==> config.mk <==
export PLATFORM = sky130hd
export DESIGN_NAME = pmg_pin_mux_gpio
export DESIGN_NICKNAME = d
export VERILOG_FILES = /design/src/design/pmg_pkg.sv /design/src/design/pmg_pin_sampler.sv /design/src/design/pmg_pin_mux_gpio.sv
export SDC_FILE = /design/constraint.sdc
export NUM_CORES = 1
export LEC_CHECK = 0
export BUFFER_PORTS_ARGS = -buffer_cell sky130_fd_sc_hd__buf_2
export CORE_MARGIN = 5
export CORE_UTILIZATION = 53
export DETAILED_ROUTE_END_ITERATION = 8
export GPL_TIMING_DRIVEN = 0
export PLACE_DENSITY_LB_ADDON = 0.12
export SYNTH_ARGS = -nofsm -noshare
export SYNTH_HDL_FRONTEND = slang
export SYNTH_HIERARCHICAL = 1
export SYNTH_SLANG_ARGS = --single-unit
==> constraint.sdc <==
create_clock -name aclk -period 1.75 [get_ports aclk]
set_input_delay 0.175 -clock aclk [delete_from_list [all_inputs] [get_ports aclk]]
set_output_delay 0.175 -clock aclk [all_outputs]
set_load 0.02 [all_outputs]
==> src/design/pmg_pkg.sv <==
// Purpose: Shared constants for the peripheral pin mux and general port
// Assumes: AXI4-Lite with 32-bit data, one aligned word per register
// Notes: Offsets are byte addresses
package pmg_pkg;

	// ****************************************************************
	// Register map
	// ****************************************************************
	localparam int ADDR_W = 8;
	localparam logic [ADDR_W-1:0] GLOBAL_MODE_OFF = 8'h00;
	localparam logic [ADDR_W-1:0] PORT_DIR_OFF = 8'h04;
	localparam logic [ADDR_W-1:0] PORT_VALUE_OFF = 8'h08;
	localparam logic [ADDR_W-1:0] PORT_STATUS_OFF = 8'h0c;
	localparam logic [ADDR_W-1:0] PORT_MASK_OFF = 8'h10;

	// ****************************************************************
	// Field positions of global_mode_reg
	// ****************************************************************
	localparam int CFG_LSB = 0;
	localparam int CFG_W = 3;
	localparam int NONPCI_BIT = 8;
	localparam int WRRD_BIT = 9;

	// ****************************************************************
	// Peripheral pin configurations
	// ****************************************************************
	localparam logic [CFG_W-1:0] CFG_LOCAL_ADDR = 3'h0;
	localparam logic [CFG_W-1:0] CFG_SPLIT = 3'h2;
	localparam logic [CFG_W-1:0] CFG_GENERAL = 3'h4;

	// ****************************************************************
	// Reset values
	// ****************************************************************
	localparam logic [CFG_W-1:0] CFG_RESET = 3'h0;
	localparam logic [15:0] DIR_RESET = 16'h0000;
	localparam logic [15:0] VALUE_RESET = 16'h0000;
	localparam logic [15:0] STATUS_RESET = 16'h0000;
	localparam logic [15:0] MASK_RESET = 16'hffff;

	// Pin groups for the split configuration
	localparam logic [15:0] UPPER_HALF = 16'hff00;
	localparam logic [15:0] LOWER_HALF = 16'h00ff;

	// AXI responses
	localparam logic [1:0] RESP_OKAY = 2'h0;
	localparam logic [1:0] RESP_SLVERR = 2'h2;

endpackage : pmg_pkg

==> src/design/pmg_pin_sampler.sv <==
// Purpose: Samples the shared pins and flags a level change per pin
// Assumes: Pin inputs synchronous to aclk
// Notes: First sample after reset only primes the history, no change
`timescale 1ns/1ps
`default_nettype none
module pmg_pin_sampler #(
	parameter int WIDTH = 16
) (
	input wire logic aclk,
	input wire logic aresetn,
	input wire logic [WIDTH-1:0] pins_in,
	output logic [WIDTH-1:0] level,
	output logic [WIDTH-1:0] change
);

	logic primed_ff;
	logic nxt_primed;

	// Priming flag blocks a false change right after reset
	always_comb begin
		nxt_primed = 1'b1;
	end

	always_ff @(posedge aclk) begin
		if (!aresetn) begin
			primed_ff <= 1'b0;
		end else begin
			primed_ff <= nxt_primed;
		end
	end

	// ****************************************************************
	// Per pin sample and compare
	// ****************************************************************
	genvar i;
	generate
		for (i = 0; i < WIDTH; i++) begin : g_pin
			logic level_ff;
			logic change_ff;
			logic nxt_level;
			logic nxt_change;

			// Compare fresh sample with previous one
			always_comb begin
				nxt_level = pins_in[i];
				nxt_change = primed_ff && (pins_in[i] != level_ff);
			end

			always_ff @(posedge aclk) begin
				if (!aresetn) begin
					level_ff <= 1'b0;
					change_ff <= 1'b0;
				end else begin
					level_ff <= nxt_level;
					change_ff <= nxt_change;
				end
			end

			assign level[i] = level_ff;
			assign change[i] = change_ff;
		end
	endgenerate

endmodule : pmg_pin_sampler
`default_nettype wire

==> src/design/pmg_pin_mux_gpio.sv <==
// Purpose: Shared pin group mux, 16-bit general port, AXI4-Lite registers
// Assumes: Single clock aclk, synchronous active low reset
// Notes: Strap is captured once in the first cycle after reset release
`timescale 1ns/1ps
`default_nettype none
module pmg_pin_mux_gpio import pmg_pkg::*; #(
	parameter int PINS = 16
) (
	input wire logic aclk,
	input wire logic aresetn,
	// AXI4-Lite slave
	input wire logic [ADDR_W-1:0] s_axi_awaddr,
	input wire logic s_axi_awvalid,
	output logic s_axi_awready,
	input wire logic [31:0] s_axi_wdata,
	input wire logic [3:0] s_axi_wstrb,
	input wire logic s_axi_wvalid,
	output logic s_axi_wready,
	output logic [1:0] s_axi_bresp,
	output logic s_axi_bvalid,
	input wire logic s_axi_bready,
	input wire logic [ADDR_W-1:0] s_axi_araddr,
	input wire logic s_axi_arvalid,
	output logic s_axi_arready,
	output logic [31:0] s_axi_rdata,
	output logic [1:0] s_axi_rresp,
	output logic s_axi_rvalid,
	input wire logic s_axi_rready,
	// Mode strap and host direction
	input wire logic nonpci_mode_strap,
	input wire logic host_drives_dir,
	input wire logic host_access_write,
	input wire logic wr_rd_in,
	output logic wr_rd_out,
	output logic wr_rd_oe,
	output logic nonpci_mode,
	output logic access_is_write,
	// Shared pin group
	input wire logic [PINS-1:0] local_address_lines,
	input wire logic [PINS-1:0] general_pins_in,
	output logic [PINS-1:0] general_pins_out,
	output logic [PINS-1:0] general_pins_oe,
	output logic [PINS-1:0] nonpci_mode_strap_address,
	output logic irq
);

	// ****************************************************************
	// Declarations
	// ****************************************************************
	logic aw_held_ff, w_held_ff, bvalid_ff, awready_ff, wready_ff;
	logic nxt_aw_held, nxt_w_held, nxt_bvalid, nxt_awready, nxt_wready;
	logic [ADDR_W-1:0] aw_addr_ff, nxt_aw_addr;
	logic [31:0] w_data_ff, nxt_w_data;
	logic [3:0] w_strb_ff, nxt_w_strb;
	logic [1:0] bresp_ff, nxt_bresp;
	logic arready_ff, rvalid_ff, nxt_arready, nxt_rvalid;
	logic [31:0] rdata_ff, nxt_rdata;
	logic [1:0] rresp_ff, nxt_rresp;
	logic do_write;
	logic [CFG_W-1:0] cfg_ff, nxt_cfg;
	logic [PINS-1:0] dir_ff, value_ff, status_ff, mask_ff;
	logic [PINS-1:0] nxt_dir, nxt_value, nxt_status, nxt_mask;
	logic irq_ff, nxt_irq;
	logic strap_taken_ff, nonpci_ff, nxt_strap_taken, nxt_nonpci;
	logic wr_out_ff, wr_oe_ff, acc_wr_ff;
	logic nxt_wr_out, nxt_wr_oe, nxt_acc_wr;
	logic [PINS-1:0] pin_out_ff, pin_oe_ff, nonpci_mode_strap_addr_ff;
	logic [PINS-1:0] nxt_pin_out, nxt_pin_oe, nxt_nonpci_mode_strap_addr;
	logic [PINS-1:0] port_en, addr_en;
	logic [PINS-1:0] pin_level, pin_change;
	logic [31:0] mode_word, value_word;

	// Byte lane merge for partial writes
	function automatic logic [31:0] merge_strb(input logic [31:0] old_w,
		input logic [31:0] new_w, input logic [3:0] strb);
		logic [31:0] res;
		res = old_w;
		for (int b = 0; b < 4; b++) begin
			if (strb[b]) begin
				res[8*b +: 8] = new_w[8*b +: 8];
			end
		end
		return res;
	endfunction : merge_strb

	// ****************************************************************
	// Pin sampling
	// ****************************************************************
	pmg_pin_sampler #(.WIDTH(PINS)) u_sampler (
		.aclk(aclk),
		.aresetn(aresetn),
		.pins_in(general_pins_in),
		.level(pin_level),
		.change(pin_change)
	);

	// ****************************************************************
	// Mode strap capture
	// ****************************************************************
	// Strap is a board level, taken once so the mode never moves
	always_comb begin
		nxt_strap_taken = 1'b1;
		nxt_nonpci = strap_taken_ff ? nonpci_ff : nonpci_mode_strap;
	end

	always_ff @(posedge aclk) begin
		if (!aresetn) begin
			strap_taken_ff <= 1'b0;
			nonpci_ff <= 1'b0;
		end else begin
			strap_taken_ff <= nxt_strap_taken;
			nonpci_ff <= nxt_nonpci;
		end
	end

	// ****************************************************************
	// Pin function select
	// ****************************************************************
	// Pins stay undriven until the strap is known, avoiding a clash
	always_comb begin
		port_en = '0;
		addr_en = '0;
		if (strap_taken_ff && !nonpci_ff) begin
			case (cfg_ff)
				CFG_LOCAL_ADDR: addr_en = '1;
				CFG_GENERAL: port_en = '1;
				CFG_SPLIT: begin
					port_en = UPPER_HALF;
					addr_en = LOWER_HALF;
				end
				default: begin
					port_en = '0;
					addr_en = '0;
				end
			endcase
		end
	end

	// Registered pin drive and non-PCI address capture
	always_comb begin
		nxt_pin_oe = (port_en & dir_ff) | addr_en;
		nxt_pin_out = (port_en & dir_ff & value_ff)
			| (addr_en & local_address_lines);
		nxt_nonpci_mode_strap_addr = nonpci_ff ? pin_level : '0;
		nxt_wr_oe = strap_taken_ff && nonpci_ff && host_drives_dir;
		nxt_wr_out = nxt_wr_oe && host_access_write;
		nxt_acc_wr = nonpci_ff && wr_rd_in;
	end

	always_ff @(posedge aclk) begin
		if (!aresetn) begin
			pin_oe_ff <= '0;
			pin_out_ff <= '0;
			nonpci_mode_strap_addr_ff <= '0;
			wr_oe_ff <= 1'b0;
			wr_out_ff <= 1'b0;
			acc_wr_ff <= 1'b0;
		end else begin
			pin_oe_ff <= nxt_pin_oe;
			pin_out_ff <= nxt_pin_out;
			nonpci_mode_strap_addr_ff <= nxt_nonpci_mode_strap_addr;
			wr_oe_ff <= nxt_wr_oe;
			wr_out_ff <= nxt_wr_out;
			acc_wr_ff <= nxt_acc_wr;
		end
	end

	// ****************************************************************
	// AXI4-Lite write channel
	// ****************************************************************
	// Address and data accepted in either order, one write in flight
	always_comb begin
		nxt_aw_held = aw_held_ff;
		nxt_aw_addr = aw_addr_ff;
		nxt_w_held = w_held_ff;
		nxt_w_data = w_data_ff;
		nxt_w_strb = w_strb_ff;
		nxt_bvalid = bvalid_ff;
		nxt_bresp = bresp_ff;
		do_write = aw_held_ff && w_held_ff && !bvalid_ff;
		if (s_axi_awvalid && awready_ff) begin
			nxt_aw_held = 1'b1;
			nxt_aw_addr = s_axi_awaddr;
		end
		if (s_axi_wvalid && wready_ff) begin
			nxt_w_held = 1'b1;
			nxt_w_data = s_axi_wdata;
			nxt_w_strb = s_axi_wstrb;
		end
		if (bvalid_ff && s_axi_bready) begin
			nxt_bvalid = 1'b0;
		end
		if (do_write) begin
			nxt_aw_held = 1'b0;
			nxt_w_held = 1'b0;
			nxt_bvalid = 1'b1;
			case ({aw_addr_ff[ADDR_W-1:2], 2'b00})
				GLOBAL_MODE_OFF, PORT_DIR_OFF, PORT_VALUE_OFF,
				PORT_STATUS_OFF, PORT_MASK_OFF: nxt_bresp = RESP_OKAY;
				default: nxt_bresp = RESP_SLVERR;
			endcase
		end
		nxt_awready = !nxt_aw_held && !nxt_bvalid;
		nxt_wready = !nxt_w_held && !nxt_bvalid;
	end

	always_ff @(posedge aclk) begin
		if (!aresetn) begin
			aw_held_ff <= 1'b0;
			aw_addr_ff <= '0;
			w_held_ff <= 1'b0;
			w_data_ff <= '0;
			w_strb_ff <= '0;
			bvalid_ff <= 1'b0;
			bresp_ff <= RESP_OKAY;
			awready_ff <= 1'b0;
			wready_ff <= 1'b0;
		end else begin
			aw_held_ff <= nxt_aw_held;
			aw_addr_ff <= nxt_aw_addr;
			w_held_ff <= nxt_w_held;
			w_data_ff <= nxt_w_data;
			w_strb_ff <= nxt_w_strb;
			bvalid_ff <= nxt_bvalid;
			bresp_ff <= nxt_bresp;
			awready_ff <= nxt_awready;
			wready_ff <= nxt_wready;
		end
	end

	// ****************************************************************
	// Registers and change interrupts
	// ****************************************************************
	// A change arriving with a clear keeps its status bit set
	always_comb begin
		logic [31:0] merged;
		merged = '0;
		nxt_cfg = cfg_ff;
		nxt_dir = dir_ff;
		nxt_value = value_ff;
		nxt_mask = mask_ff;
		nxt_status = status_ff;
		if (do_write) begin
			case ({aw_addr_ff[ADDR_W-1:2], 2'b00})
				GLOBAL_MODE_OFF: begin
					merged = merge_strb({29'h0, cfg_ff}, w_data_ff, w_strb_ff);
					nxt_cfg = merged[CFG_LSB +: CFG_W];
				end
				PORT_DIR_OFF: begin
					merged = merge_strb({16'h0, dir_ff}, w_data_ff, w_strb_ff);
					nxt_dir = merged[PINS-1:0];
				end
				PORT_VALUE_OFF: begin
					merged = merge_strb({16'h0, value_ff}, w_data_ff, w_strb_ff);
					nxt_value = merged[PINS-1:0];
				end
				PORT_MASK_OFF: begin
					merged = merge_strb({16'h0, mask_ff}, w_data_ff, w_strb_ff);
					nxt_mask = merged[PINS-1:0];
				end
				PORT_STATUS_OFF: begin
					merged = merge_strb(32'h0, w_data_ff, w_strb_ff);
					nxt_status = status_ff & ~merged[PINS-1:0];
				end
				default: merged = '0;
			endcase
		end
		nxt_status = nxt_status | (pin_change & port_en);
		nxt_irq = |(status_ff & ~mask_ff);
	end

	always_ff @(posedge aclk) begin
		if (!aresetn) begin
			cfg_ff <= CFG_RESET;
			dir_ff <= DIR_RESET;
			value_ff <= VALUE_RESET;
			status_ff <= STATUS_RESET;
			mask_ff <= MASK_RESET;
			irq_ff <= 1'b0;
		end else begin
			cfg_ff <= nxt_cfg;
			dir_ff <= nxt_dir;
			value_ff <= nxt_value;
			status_ff <= nxt_status;
			mask_ff <= nxt_mask;
			irq_ff <= nxt_irq;
		end
	end

	// ****************************************************************
	// AXI4-Lite read channel
	// ****************************************************************
	// Input pins read the sampled level, output pins read back the register
	always_comb begin
		mode_word = '0;
		mode_word[CFG_LSB +: CFG_W] = cfg_ff;
		mode_word[NONPCI_BIT] = nonpci_ff;
		mode_word[WRRD_BIT] = acc_wr_ff;
		value_word = {16'h0, (value_ff & dir_ff) | (pin_level & ~dir_ff)};
		nxt_arready = arready_ff || !rvalid_ff; // Also rises after reset
		nxt_rvalid = rvalid_ff;
		nxt_rdata = rdata_ff;
		nxt_rresp = rresp_ff;
		if (rvalid_ff && s_axi_rready) begin
			nxt_rvalid = 1'b0;
			nxt_arready = 1'b1;
		end
		if (s_axi_arvalid && arready_ff) begin
			nxt_arready = 1'b0;
			nxt_rvalid = 1'b1;
			nxt_rresp = RESP_OKAY;
			case ({s_axi_araddr[ADDR_W-1:2], 2'b00})
				GLOBAL_MODE_OFF: nxt_rdata = mode_word;
				PORT_DIR_OFF: nxt_rdata = {16'h0, dir_ff};
				PORT_VALUE_OFF: nxt_rdata = value_word;
				PORT_STATUS_OFF: nxt_rdata = {16'h0, status_ff};
				PORT_MASK_OFF: nxt_rdata = {16'h0, mask_ff};
				default: begin
					nxt_rdata = '0;
					nxt_rresp = RESP_SLVERR;
				end
			endcase
		end
	end

	always_ff @(posedge aclk) begin
		if (!aresetn) begin
			arready_ff <= 1'b0;
			rvalid_ff <= 1'b0;
			rdata_ff <= '0;
			rresp_ff <= RESP_OKAY;
		end else begin
			arready_ff <= nxt_arready;
			rvalid_ff <= nxt_rvalid;
			rdata_ff <= nxt_rdata;
			rresp_ff <= nxt_rresp;
		end
	end

	// ****************************************************************
	// Outputs, all straight from flip-flops
	// ****************************************************************
	assign s_axi_awready = awready_ff;
	assign s_axi_wready = wready_ff;
	assign s_axi_bvalid = bvalid_ff;
	assign s_axi_bresp = bresp_ff;
	assign s_axi_arready = arready_ff;
	assign s_axi_rvalid = rvalid_ff;
	assign s_axi_rdata = rdata_ff;
	assign s_axi_rresp = rresp_ff;
	assign wr_rd_out = wr_out_ff;
	assign wr_rd_oe = wr_oe_ff;
	assign nonpci_mode = nonpci_ff;
	assign access_is_write = acc_wr_ff;
	assign general_pins_out = pin_out_ff;
	assign general_pins_oe = pin_oe_ff;
	assign nonpci_mode_strap_address = nonpci_mode_strap_addr_ff;
	assign irq = irq_ff;

endmodule : pmg_pin_mux_gpio
`default_nettype wire

* After elaboration in Yosys (flattened, before gate mapping)
Index checks and enable logic that the tools add are counted.
** Operators by class
- Equal/unequal tests :: 26
- Multiplexer cells :: 25
- Bitwise gates (word level) :: 16
- Reduce and logical (&&, ||, !) cells :: 53
** Operators with widths (count)
- $and 16x16->16 :: 8
- $pmux 16 s5 :: 1
- $mux 16 :: 4
- $or 16x16->16 :: 4
- $pmux 16 s2 :: 2
- $mux 8 :: 6
- $not 16->16 :: 3
- $logic_and 1x1->1 :: 30
- $eq 6x2->1 const B :: 4
- $reduce_and 3->1 :: 7
- $ne 1x1->1 :: 16
- $reduce_or 16->1 :: 1
- $eq 6x1->1 const B :: 2
- $eq 6x3->1 const B :: 2
- $logic_not 6->1 :: 2
- $mux 1 :: 10
- $reduce_or 5->1 :: 2
- $logic_not 1->1 :: 6
- $mux 2 :: 2
- $eq 3x2->1 const B :: 1
- $eq 3x3->1 const B :: 1
- $logic_not 3->1 :: 1
- $reduce_and 2->1 :: 1
- $reduce_bool 2->1 :: 1
- other kinds (3) :: 3
** Word-level totals
- Register bits :: 222

* Depth between registers and ports, before layout
Gate-level depths: netlist (run 1).
- Word-level depth :: 8
- Gate-level depth with buffers :: 7

* Hierarchy
The synthesis (run 1) kept the hierarchy.
** By module, submodules not included
- pmg_pin_mux_gpio :: times used 1, cells an instance 725, area an instance 6691.4 um2, seq. area each 3403.3 um2
- pmg_pin_sampler :: times used 1, cells an instance 116, area an instance 1223.7 um2, seq. area each 660.6 um2

* Worst setup path before layout (run 1)
Ideal clock, no wire load.
- Kind :: register to register
- Start point :: reg nonpci_ff, in the netlist nonpci_mode
- End point :: reg pin_out_ff[14], in the netlist general_pins_out[14]
- Arrival time :: 1463 ps
- Data required time :: 1689 ps
- Slack :: 225 ps
- Cell stages (with the launch flop) :: 5
- Buffers on the path :: 1
- Clock period less this slack :: 1525 ps
- Cell sequence :: dfxtp_1 -> or3b_4 -> nor3_2 -> buf_4 -> a32o_1
** On the way
- Longest elaborated chain between the ends :: 6
- Elaborated cells on any way between the ends :: 8
- Those cells by class :: mux: 2; bitwise: 4; reduce/logical: 2
** RTL lines
- start: declaration :: RTL line pmg_pin_mux_gpio.sv:64 : logic strap_taken_ff, nonpci_ff, nxt_strap_taken, nxt_nonpci;
- start signal: assignment :: RTL line pmg_pin_mux_gpio.sv:112 : nonpci_ff <= nxt_nonpci;
- $logic_not 1->1 * :: RTL line pmg_pin_mux_gpio.sv:123 : if (strap_taken_ff && !nonpci_ff) begin
- $logic_and 1x1->1 * :: RTL line pmg_pin_mux_gpio.sv:123
- $mux 16 :: RTL line pmg_pin_mux_gpio.sv:123
- $and 16x16->16 (2 in a row) :: RTL line pmg_pin_mux_gpio.sv:142 : nxt_pin_out = (port_en & dir_ff & value_ff)
- $or 16x16->16 * :: RTL line pmg_pin_mux_gpio.sv:143 : | (addr_en & local_address_lines);
- end signal: assignment :: RTL line pmg_pin_mux_gpio.sv:160 : pin_out_ff <= nxt_pin_out;
- end: declaration :: RTL line pmg_pin_mux_gpio.sv:67 : logic [PINS-1:0] pin_out_ff, pin_oe_ff, nonpci_mode_strap_addr_ff;
Every way passes the cells marked *; elsewhere a longest branch is shown, timed or not.
A chain may end at the register's enable or synchronous reset.

* Worst setup path in the final report (run 1)
- Start point :: reg strap_taken_ff
- End point :: reg pin_out_ff[9], in the netlist general_pins_out[9]
** On the way
- Longest elaborated chain between the ends :: 5
- Elaborated cells on any way between the ends :: 7
- Those cells by class :: mux: 2; bitwise: 4; reduce/logical: 1
** RTL lines
- start: declaration :: RTL line pmg_pin_mux_gpio.sv:64
- start signal: assignment :: RTL line pmg_pin_mux_gpio.sv:111 : strap_taken_ff <= nxt_strap_taken;
- $logic_and 1x1->1 * :: RTL line pmg_pin_mux_gpio.sv:123
- $mux 16 :: RTL line pmg_pin_mux_gpio.sv:123
- $and 16x16->16 (2 in a row) :: RTL line pmg_pin_mux_gpio.sv:142
- $or 16x16->16 * :: RTL line pmg_pin_mux_gpio.sv:143
Marks and branches as above.

==> results of run 1 <==
-- worst max-delay path: stages (launching register included) --
cell and delay, ns:
dfxtp_1 0.37, or3b_4 0.48, nor3_4 0.37, buf_4 0.26, a32o_1 0.18
-- through the flow --
stage | setup slack, ns | instances | setup TNS, ns
5_1_grt | 0.0130 | 1298 | 0
2_1_floorplan | 0.225 | 858 | 0
4_1_cts | 0.0358 | 1296 | 0
6_report | 0.0413 | 1298 | 0
3_5_place_dp | -0.365 | 1187 | -24.77
3_3_place_gp | -0.300 | 1187 | -21.66
-- power by group --
group | switching, mW | total [mW] | internal, mW | leakage [nW]
clock network | 1.78 | 4.58 | 2.80 | 0.354
logic | 0.567 | 1.02 | 0.451 | 2.58
registers | 0.0933 | 4.87 | 4.77 | 1.66
total | 2.44 | 10.5 | 8.02 | 4.59
-- final timing paths --
kind	slack, ns	cells past startpoint	endpoint	start
min	0.02	3	s_axi_bvalid	s_axi_bready
max reg2reg	0.04	4	general_pins_out[9]	strap_taken_ff
max	0.04	4	general_pins_out[9]	strap_taken_ff
min reg2reg	0.46	2	w_strb_ff[1]	w_strb_ff[1]
-- sequential cells by signal (all words and copies together), names as in the netlist, 2 cells and up --
register	cells
nonpci_mode_strap_address	16
cfg_ff	3
s_axi_rdata	16
mask_ff	16
general_pins_out	16
u_sampler/g_pin.change_ff	16
u_sampler/g_pin.level_ff	16
w_strb_ff	2
w_data_ff	16
status_ff	16
value_ff	16
aw_addr_ff	6
general_pins_oe	16
dir_ff	16
-- area by class of cell --
type | instances | area, µm² | area share, %
well taps | 184 | 230 | 2.22
flip-flops and latches | 203 | 4060 | 39.1
clock inverters | 5 | 78.8 | 0.759
repair buffers | 219 | 1440 | 13.9
clock buffers | 32 | 637 | 6.13
multi-input cells | 528 | 3220 | 30.9
plain buffers | 104 | 639 | 6.15
inverters | 23 | 86.3 | 0.831
-- logic make-up after synthesis --
logic type | count (synthesis)
flops | 203
buf+inv | 127
compound gates | 200
mux | 42
simple gates | 251
other cells | 1
xor+xnor | 17
-- cells in the mapped netlist, types with 4 or more instances --
cell and instances:
a21o_1 8, a21oi_1 60, a221oi_1 7, a22oi_1 10, a31oi_1 11, a32o_1 16
a32oi_1 14, and2_1 20, and3_1 20, buf_1 7, buf_2 9, buf_4 55
clkbuf_1 29, dfxtp_1 203, inv_1 23, mux2_2 32, mux2i_1 10, nand2_1 98
nand2b_1 5, nand3_1 41, nand4b_1 4, nor2_1 42, nor3_1 4, o211ai_1 8
o21ai_0 60, o22ai_1 4, xnor2_1 17
-- layout by cell type, fill, tap and decap left out, types with 7 or more instances in the layout --
cell | synthesis | final
nand2_1 | 98 | 98
a32oi_1 | 14 | 14
o211ai_1 | 8 | 8
inv_1 | 23 | 23
dfxtp_1 | 203 | 203
xnor2_1 | 17 | 17
clkbuf_8 | 0 | 7
buf_4 | 55 | 65
nand3_1 | 41 | 41
a32o_1 | 16 | 16
a21oi_1 | 60 | 60
clkbuf_16 | 0 | 21
and2_1 | 20 | 20
a221oi_1 | 7 | 7
nor2_1 | 42 | 41
a21o_1 | 8 | 8
conb_1 | 1 | 18
dlygate4sd3_1 | 0 | 62
mux2_2 | 32 | 32
a22oi_1 | 10 | 10
a31oi_1 | 11 | 11
buf_2 | 9 | 154
and3_1 | 20 | 20
mux2i_1 | 10 | 10
clkbuf_1 | 29 | 31
o21ai_0 | 60 | 60
-- what timing repair did --
action | in CTS | in global routing
pin swaps | 9 | 1
hold buffers | 62 | 0
hold endpoints to repair | 79 | 0
resized for setup | 2 | 9
endpoints found under the setup margin | 78 | 35
setup buffers | 10 | 2
-- metal layers --
| layer | vias to the layer above | global-route usage, % | wire length (µm) |
|---|---|---|---|
| met3 | 60 | 3.74 | 1460 |
| met4 | 0 | 10.2 | 1060 |
| li1 | 3397 | - | - |
| met5 | - | 0 | 0 |
| met1 | 3345 | 32.3 | 9530 |
| met2 | 311 | 46.5 | 11700 |
==> impl_metrics.tcl, run 1 <==
set metrics [dict create \
    status "completed" \
    required_ns 2.18 \
    synth_largest_area_cell "dfxtp_1" \
    die_area_mm2 0.0175 \
    yosysSeqAreaShare_pct 51.3 \
    firstDrtPassIters 5 \
    die_h_um 132 \
    vias_per_cell 5.48 \
    portBuffers 145 \
    synth_seq_cells 203 \
    grt_pass1_wl_mm 37.3 \
    grt_usage_pct 26.3 \
    synthesis.instances 841 \
    hpwl_mm 16.6 \
    rsz0062_at_grt "no" \
    ios 189 \
    grt-ovfl-total 0 \
    timing.final.hold_violations 0 \
    synthSimpleGateAreaFrac_pct 16.0 \
    worstSetupPathType "flop to flop" \
    ctsHtreeMaxLevel 1 \
    synth_mux_area_share_pct 5.82 \
    clk_latency_ns 0.49 \
    max_slew_margin_pct 53.8 \
    synth_edf_count 0 \
    whs_ns 0.0188 \
    layout-drive-gt1-share_pct 27.3 \
    fmaxAchievable_mhz 585 \
    worstMarginPinSlew_ns 0.693 \
    cp.arrival_ns 2.14 \
    gp_routability_congestion 0.896 \
    cts_buffer_depth 3 \
    synth_adder_area_share_pct 0 \
    yosys_warnings 6 \
    totalWireLength_mm 23.8 \
    fp-row-count 44 \
    synthArstFlopShare_pct 0 \
    ctsRootBufferMaster "clkbuf_16" \
    avgSynthCellArea_um2 9.41 \
    syn_to_final_growth_pct 31.3 \
    num_antenna_cells 0 \
    fillCellCount 1152 \
    start_kind "flop" \
    antenna_found_initial 0 \
    drt_iter0_markers 578 \
    period_share_pct 97.6 \
    dpl-instance-area_mm2 0.00893 \
    grt_max_degree 15 \
    drv_cap 0 \
    synth_area_leaders "dfxtp_1 51%, buf_4 5.2%, nand2_1 4.6%" \
    ant_nets 0 \
    worstSetupEndpointType "flop" \
    numCtsBuffers 21 \
    synth_compound_area_share_pct 15.8 \
    peakVddDrop_mv 0.692 \
    synth_top_family_by_area "simple AND/OR/NAND/NOR gates" \
    grt_pass1_vias 7031 \
    cts.sinks 203 \
    p_per_area_mw_per_mm2 1010 \
    num_vias 7113 \
    setup_viol 0 \
    synthXorXnorAreaFrac_pct 1.88 \
    die_w_um 132 \
    final_nets 1195 \
    critPathMaxFanout 10 \
    final_core_util_pct 71.2 \
    clk_pin_slew_ns 0.06 \
    ys.flop_type "dfxtp_1" \
    hp-class "input port to flop" \
    initial_core_util_pct 54.3 \
    syn_area_mm2 0.00792 \
    drcViolationCount 0 \
    period_minus_slack_ns 1.71 \
    synth_top_area_share_pct 51.3 \
    power_mw 10.5 \
    leakagePower_nw 4.59 \
    final_design_area_no_fill_mm2 0.0104 \
    wl_per_cell_um 18.3 \
    skew_ns 0.00900 \
    ys_types 44 \
    slew_viol_final 0 \
    coreArea_mm2 0.0146 \
    tritoncts "done" \
]
No activity file was read; power rests on OpenSTA's default activity.
==> inputs of run 2 (changes only) <==
Settings changed: CORE_UTILIZATION 53 to 55, CTS_BUF_LIST set to sky130_fd_sc_hd__clkbuf_8.
==> impl_metrics.tcl, run 2 (synthesized netlist as in run 1, its figures left out) <==
set metrics [dict create \
    grt_usage_pct 27.7 \
    final_cell_mix "203 x dfxtp_1, 155 x buf_2, 98 x nand2_1" \
    final_common_cell "dfxtp_1" \
    grt_pass1_wl_mm 36.6 \
    worstMarginPinSlew_ns 0.739 \
    numCtsBuffers 31 \
    ctsHtreeMaxLevel 1 \
    antenna_found_initial 0 \
    firstDrtPassIters 5 \
    cp_slowest_cell "or3b_4" \
    crit_chain "or3b_4 -> nor4_4 -> buf_4 -> buf_2 -> a32o_1" \
    final_nets 1221 \
    final_core_util_pct 75.0 \
    syn_to_final_growth_pct 32.6 \
    die_w_um 130 \
    ctsRootBufferMaster "clkbuf_8" \
    slew_viol_final 0 \
    fmaxAchievable_mhz 578 \
    max_slew_margin_pct 50.8 \
    critPathMaxFanout 10 \
    initial_core_util_pct 56.6 \
    clk_latency_ns 0.56 \
    start_kind "flop" \
    skew_ns 0.0168 \
    drt_iter0_markers 632 \
    status "completed" \
    die_area_mm2 0.0169 \
    whs_ns 0.0555 \
    drcViolationCount 0 \
    power_mw 10.1 \
    totalWireLength_mm 24.3 \
    setup_ws_ns 0.0199 \
    grt_max_degree 16 \
    grt-ovfl-total 0 \
    num_vias 7255 \
    ios 189 \
    drv_cap 0 \
    p_per_area_mw_per_mm2 962 \
    cts_buffer_depth 3 \
    timing.final.hold_violations 0 \
    cts.sinks 203 \
    period_minus_slack_ns 1.73 \
    worstSetupEndpointType "flop" \
    hpwl_mm 16.4 \
    hp-class "input port to flop" \
    tritoncts "done" \
    final_design_area_no_fill_mm2 0.0105 \
    rsz0062_at_grt "yes" \
    setup_viol 0 \
    die_h_um 130 \
    fp-row-count 43 \
    vias_per_cell 5.46 \
    cp.arrival_ns 2.22 \
    layout-drive-gt1-share_pct 28.2 \
    dp_slack_ns -0.326 \
    grt_pass1_vias 7207 \
    period_share_pct 98.9 \
    portBuffers 145 \
    leakagePower_nw 4.67 \
    coreArea_mm2 0.0140 \
    gp_routability_congestion 0.936 \
    dpl-instance-area_mm2 0.00893 \
    wl_per_cell_um 18.2 \
    dp.cells 1183 \
    worstSetupPathType "flop to flop" \
    slowest_delay_ns 0.48 \
    required_ns 2.24 \
    r2r_setup_slack_ns 0.02 \
    fin_cells 1329 \
    fin_tns_setup_ns 0 \
    peakVddDrop_mv 0.732 \
    clk_pin_slew_ns 0.06 \
    ant_nets 0 \
]
## run 2: cell types whose count changed in the layout (fill, tap and decap cells not counted), moves of 3 or more
cell           delta
clkinv_2          +3
clkbuf_8         +37
clkbuf_1          -4
buf_4             +4
inv_1             +4
clkbuf_16        -21
dlygate4sd3_1    +12
## run 2: worst paths after layout
kind                                     start                             to  cells past startpoint
worst max register to register  strap_taken_ff            general_pins_out[8]                      5
worst min-delay path                   aresetn  u_sampler/g_pin[10].change_ff                      3
worst max-delay path            strap_taken_ff            general_pins_out[8]                      5
worst min register to register    w_strb_ff[1]                   w_strb_ff[1]                      2
## run 2: critical path: cells and delay by family (launching register included)
family | cells | cell delay [ns]
buffers and inverters | 2 | 0.42
flip-flops | 1 | 0.36
AND/OR/NAND/NOR | 2 | 0.71
AO/OA/AOI/OAI | 1 | 0.16
## run 2: cell type report
| class | count | area (µm²) |
|---|---|---|
| sequential | 203 | 4060 |
| fill | 1033 | 3490 |
| multi-input combinational | 528 | 3210 |
| timing repair buffer | 235 | 1580 |
| buffer | 104 | 638 |
| clock buffer | 44 | 606 |
| tap | 180 | 225 |
| inverter | 23 | 86.3 |
| clock inverter | 11 | 77.6 |
| antenna | 1 | 2.50 |
## run 2: layer usage
metal | track usage [%] | wire, µm | up-vias
met2 | 48.1 | 11800 | 336
li1 | - | - | 3451
met3 | 4.46 | 1840 | 78
met1 | 33.7 | 9540 | 3390
met5 | 0 | 0 | -
met4 | 13.0 | 1080 | 0
## run 2: power by group
group | total (mW) | switching, mW | leakage, nW | internal [mW]
Sequential | 4.87 | 0.0946 | 1.66 | 4.77
Clock | 4.18 | 1.81 | 0.371 | 2.36
Combinational | 1.05 | 0.580 | 2.64 | 0.473
## run 2: timing repair
action	4_1_cts	5_1_grt
setup endpoints to repair	61	51
hold buffers	74	0
gates resized for setup	0	8
gates cloned	0	1
endpoints found under the hold margin	83	0
pin swaps	7	4
buffers inserted	6	9
==> inputs of run 3 (changes only) <==
Settings changed: ABC_AREA set to 1, CORE_UTILIZATION 55 to 56.
==> impl_metrics.tcl, run 3 <==
set metrics [dict create \
    peakVddDrop_mv 0.696 \
    drcViolationCount 0 \
    drt_iter0_markers 784 \
    syn_to_final_growth_pct 29.3 \
    tritoncts "done" \
    path_buf_inv 4 \
    firstDrtPassIters 5 \
    gp_routability_congestion 0.966 \
    antenna_found_initial 0 \
    synth_seq_cells 203 \
    synth_edf_count 0 \
    drv_cap 0 \
    numCtsBuffers 34 \
    grt_pass1_wl_mm 40.0 \
    synth_largest_area_cell "dfxtp_1" \
    synth_top_area_share_pct 48.6 \
    num_vias 8347 \
    avgSynthCellArea_um2 7.38 \
    setup_ws_ns 0.0501 \
    coreArea_mm2 0.0146 \
    synth_area_leaders "dfxtp_1 49%, nand2_1 12%, nor2_1 6.8%" \
    layout-drive-gt1-share_pct 22.4 \
    ctsHtreeMaxLevel 2 \
    syn_area_mm2 0.00836 \
    netlist_top_cells_count "262 x nand2_1, 203 x dfxtp_1, 151 x nor2_1, 102 x a21oi_1, 94 x inv_1" \
    crit_chain "dlygate4sd3_1 -> buf_2 -> clkbuf_1 -> clkbuf_1 -> o21ai_0 -> nor2_1" \
    synthArstFlopShare_pct 0 \
    cp.arrival_ns 2.15 \
    die_area_mm2 0.0175 \
    cts.sinks 203 \
    use_met1_pct 37.8 \
    final_design_area_no_fill_mm2 0.0108 \
    grt_pass1_vias 7581 \
    hp-class "input port to flop" \
    yosysSeqAreaShare_pct 48.6 \
    critPathMaxFanout 10 \
    die_h_um 132 \
    clk_pin_slew_ns 0.06 \
    required_ns 2.20 \
    ant_nets 0 \
    final_common_cell "nand2_1" \
    cp_slowest_cell "dlygate4sd3_1" \
    hpwl_mm 18.2 \
    fillCellCount 1160 \
    synth.most_common_cell "nand2_1" \
    final_nets 1502 \
    portBuffers 148 \
    cpLargestDelayFamily "buffers and inverters" \
    slew_viol_final 0 \
    ctsRootBufferMaster "clkbuf_8" \
    busiest_layer "met2" \
    cts_buffer_depth 3 \
    skew_ns 0.0124 \
    timing.final.hold_violations 0 \
    rsz0062_at_grt "yes" \
    fmaxAchievable_mhz 588 \
    clk_latency_ns 0.52 \
    synthesis.instances 1133 \
    dp_slack_ns -0.0504 \
    leakagePower_nw 4.99 \
    setup_viol 0 \
    ys_types 28 \
    totalWireLength_mm 26.1 \
    dpl-instance-area_mm2 0.00940 \
    worstSetupEndpointType "flop" \
    vias_per_cell 5.17 \
    grt-ovfl-total 0 \
    grt_use_met3_pct 8.13 \
    ios 189 \
    wl_per_cell_um 16.2 \
    initial_core_util_pct 57.3 \
    p_per_area_mw_per_mm2 935 \
    grt_max_degree 11 \
    yosys_warnings 6 \
    grt_usage_pct 28.5 \
    worstMarginPinSlew_ns 0.790 \
    final_cell_mix "261 x nand2_1, 203 x dfxtp_1, 159 x buf_2" \
    period_minus_slack_ns 1.70 \
    die_w_um 132 \
    ys.flop_type "dfxtp_1" \
    max_slew_margin_pct 47.3 \
    worstSetupPathType "input port to flop" \
    status "completed" \
    grt_util_met2_pct 44.9 \
    slowest_delay_ns 0.52 \
    period_share_pct 97.1 \
    cp_common_cell "clkbuf_1" \
    start_kind "input port" \
    fp-row-count 44 \
]
[run 3: cell count changes after synthesis, moves of 19 or more]
cell	delta
a21oi_1	+42
and2_1	-20
and3_1	-20
inv_1	+71
mux2_2	-32
nand2_1	+164
nand3_1	+27
nand4_1	+22
nor2_1	+109
nor2_2	+19
[run 3: worst paths after layout]
check                         end            from  slack, ns  cells past startpoint
max                 aw_addr_ff[2]         aresetn       0.05                      6
min                  s_axi_rvalid   s_axi_arvalid       0.14                      3
max reg2reg  general_pins_out[11]  strap_taken_ff       0.11                      8
min reg2reg         w_data_ff[15]   w_data_ff[15]       0.46                      2
[run 3: cells by family (layout without fill, tap and decap cells)]
logic type	Yosys count	in the layout	synth area share (%)
buffers and inverters	189	467	11.4
other	1	19	0.0448
AO/OA/AOI/OAI	191	191	11.8
flip-flops	203	203	48.6
AND/OR/NAND/NOR	549	549	28.1
[run 3: cell type report]
cell class	instances	area (µm²)	share of cell area [%]
multi-input cells	758	3440	31.8
diodes	1	2.50	0.0231
plain buffers	93	601	5.55
well taps	184	230	2.13
repair buffers	221	1450	13.4
flip-flops and latches	203	4060	37.6
inverters	96	365	3.38
clock buffers	44	606	5.60
clock inverters	13	57.6	0.532
[run 3: power by group]
group / leakage (nW) / switching, mW / internal, mW / total, mW
registers: 1.66 / 0.0944 / 4.79 / 4.88
clock network: 0.374 / 1.85 / 2.24 / 4.09
logic: 2.96 / 0.689 / 0.449 / 1.14
[run 3: metal layers]
metal	part of all wire, %	vias up
met3	11	78
met5	0	-
met1	41	3714
li1	-	4121
met4	3.2	0
met2	44	434
[run 3: worst reg2reg max path, cell delays in order, from the launching register on]
cell,delay [ns]
dfxtp_1,0.37
inv_1,0.09
nor2_4,0.18
nand2_1,0.14
buf_2,0.21
nor2_4,0.24
buf_4,0.17
nand2_1,0.04
a21oi_1,0.13
[run 3: through the flow]
step / instances / total power, mW / util (%) / TNS [ns] / hold slack [ns]
6_report: 1613 / 10.1 / 74.1 / 0 / 0.142
5_1_grt: 1612 / 10.5 / 74.1 / -0.00469 / 0.160
4_1_cts: 1603 / 10.1 / 73.5 / 0 / 0.0910
3_5_place_dp: 1482 / 5.95 / 64.4 / -0.107 / 0.383
3_3_place_gp: 1482 / 5.94 / 64.4 / -0.00880 / 0.382
2_1_floorplan: 1150 / 5.60 / - / 0 / 0.203
[run 3: repair_timing]
action,in CTS,in global routing
pin swaps,0,4
hold buffers,64,0
buffers inserted,0,9
resized for setup,3,13
cloned,0,0
endpoints found under the hold margin,80,0
endpoints found under the setup margin,8,59
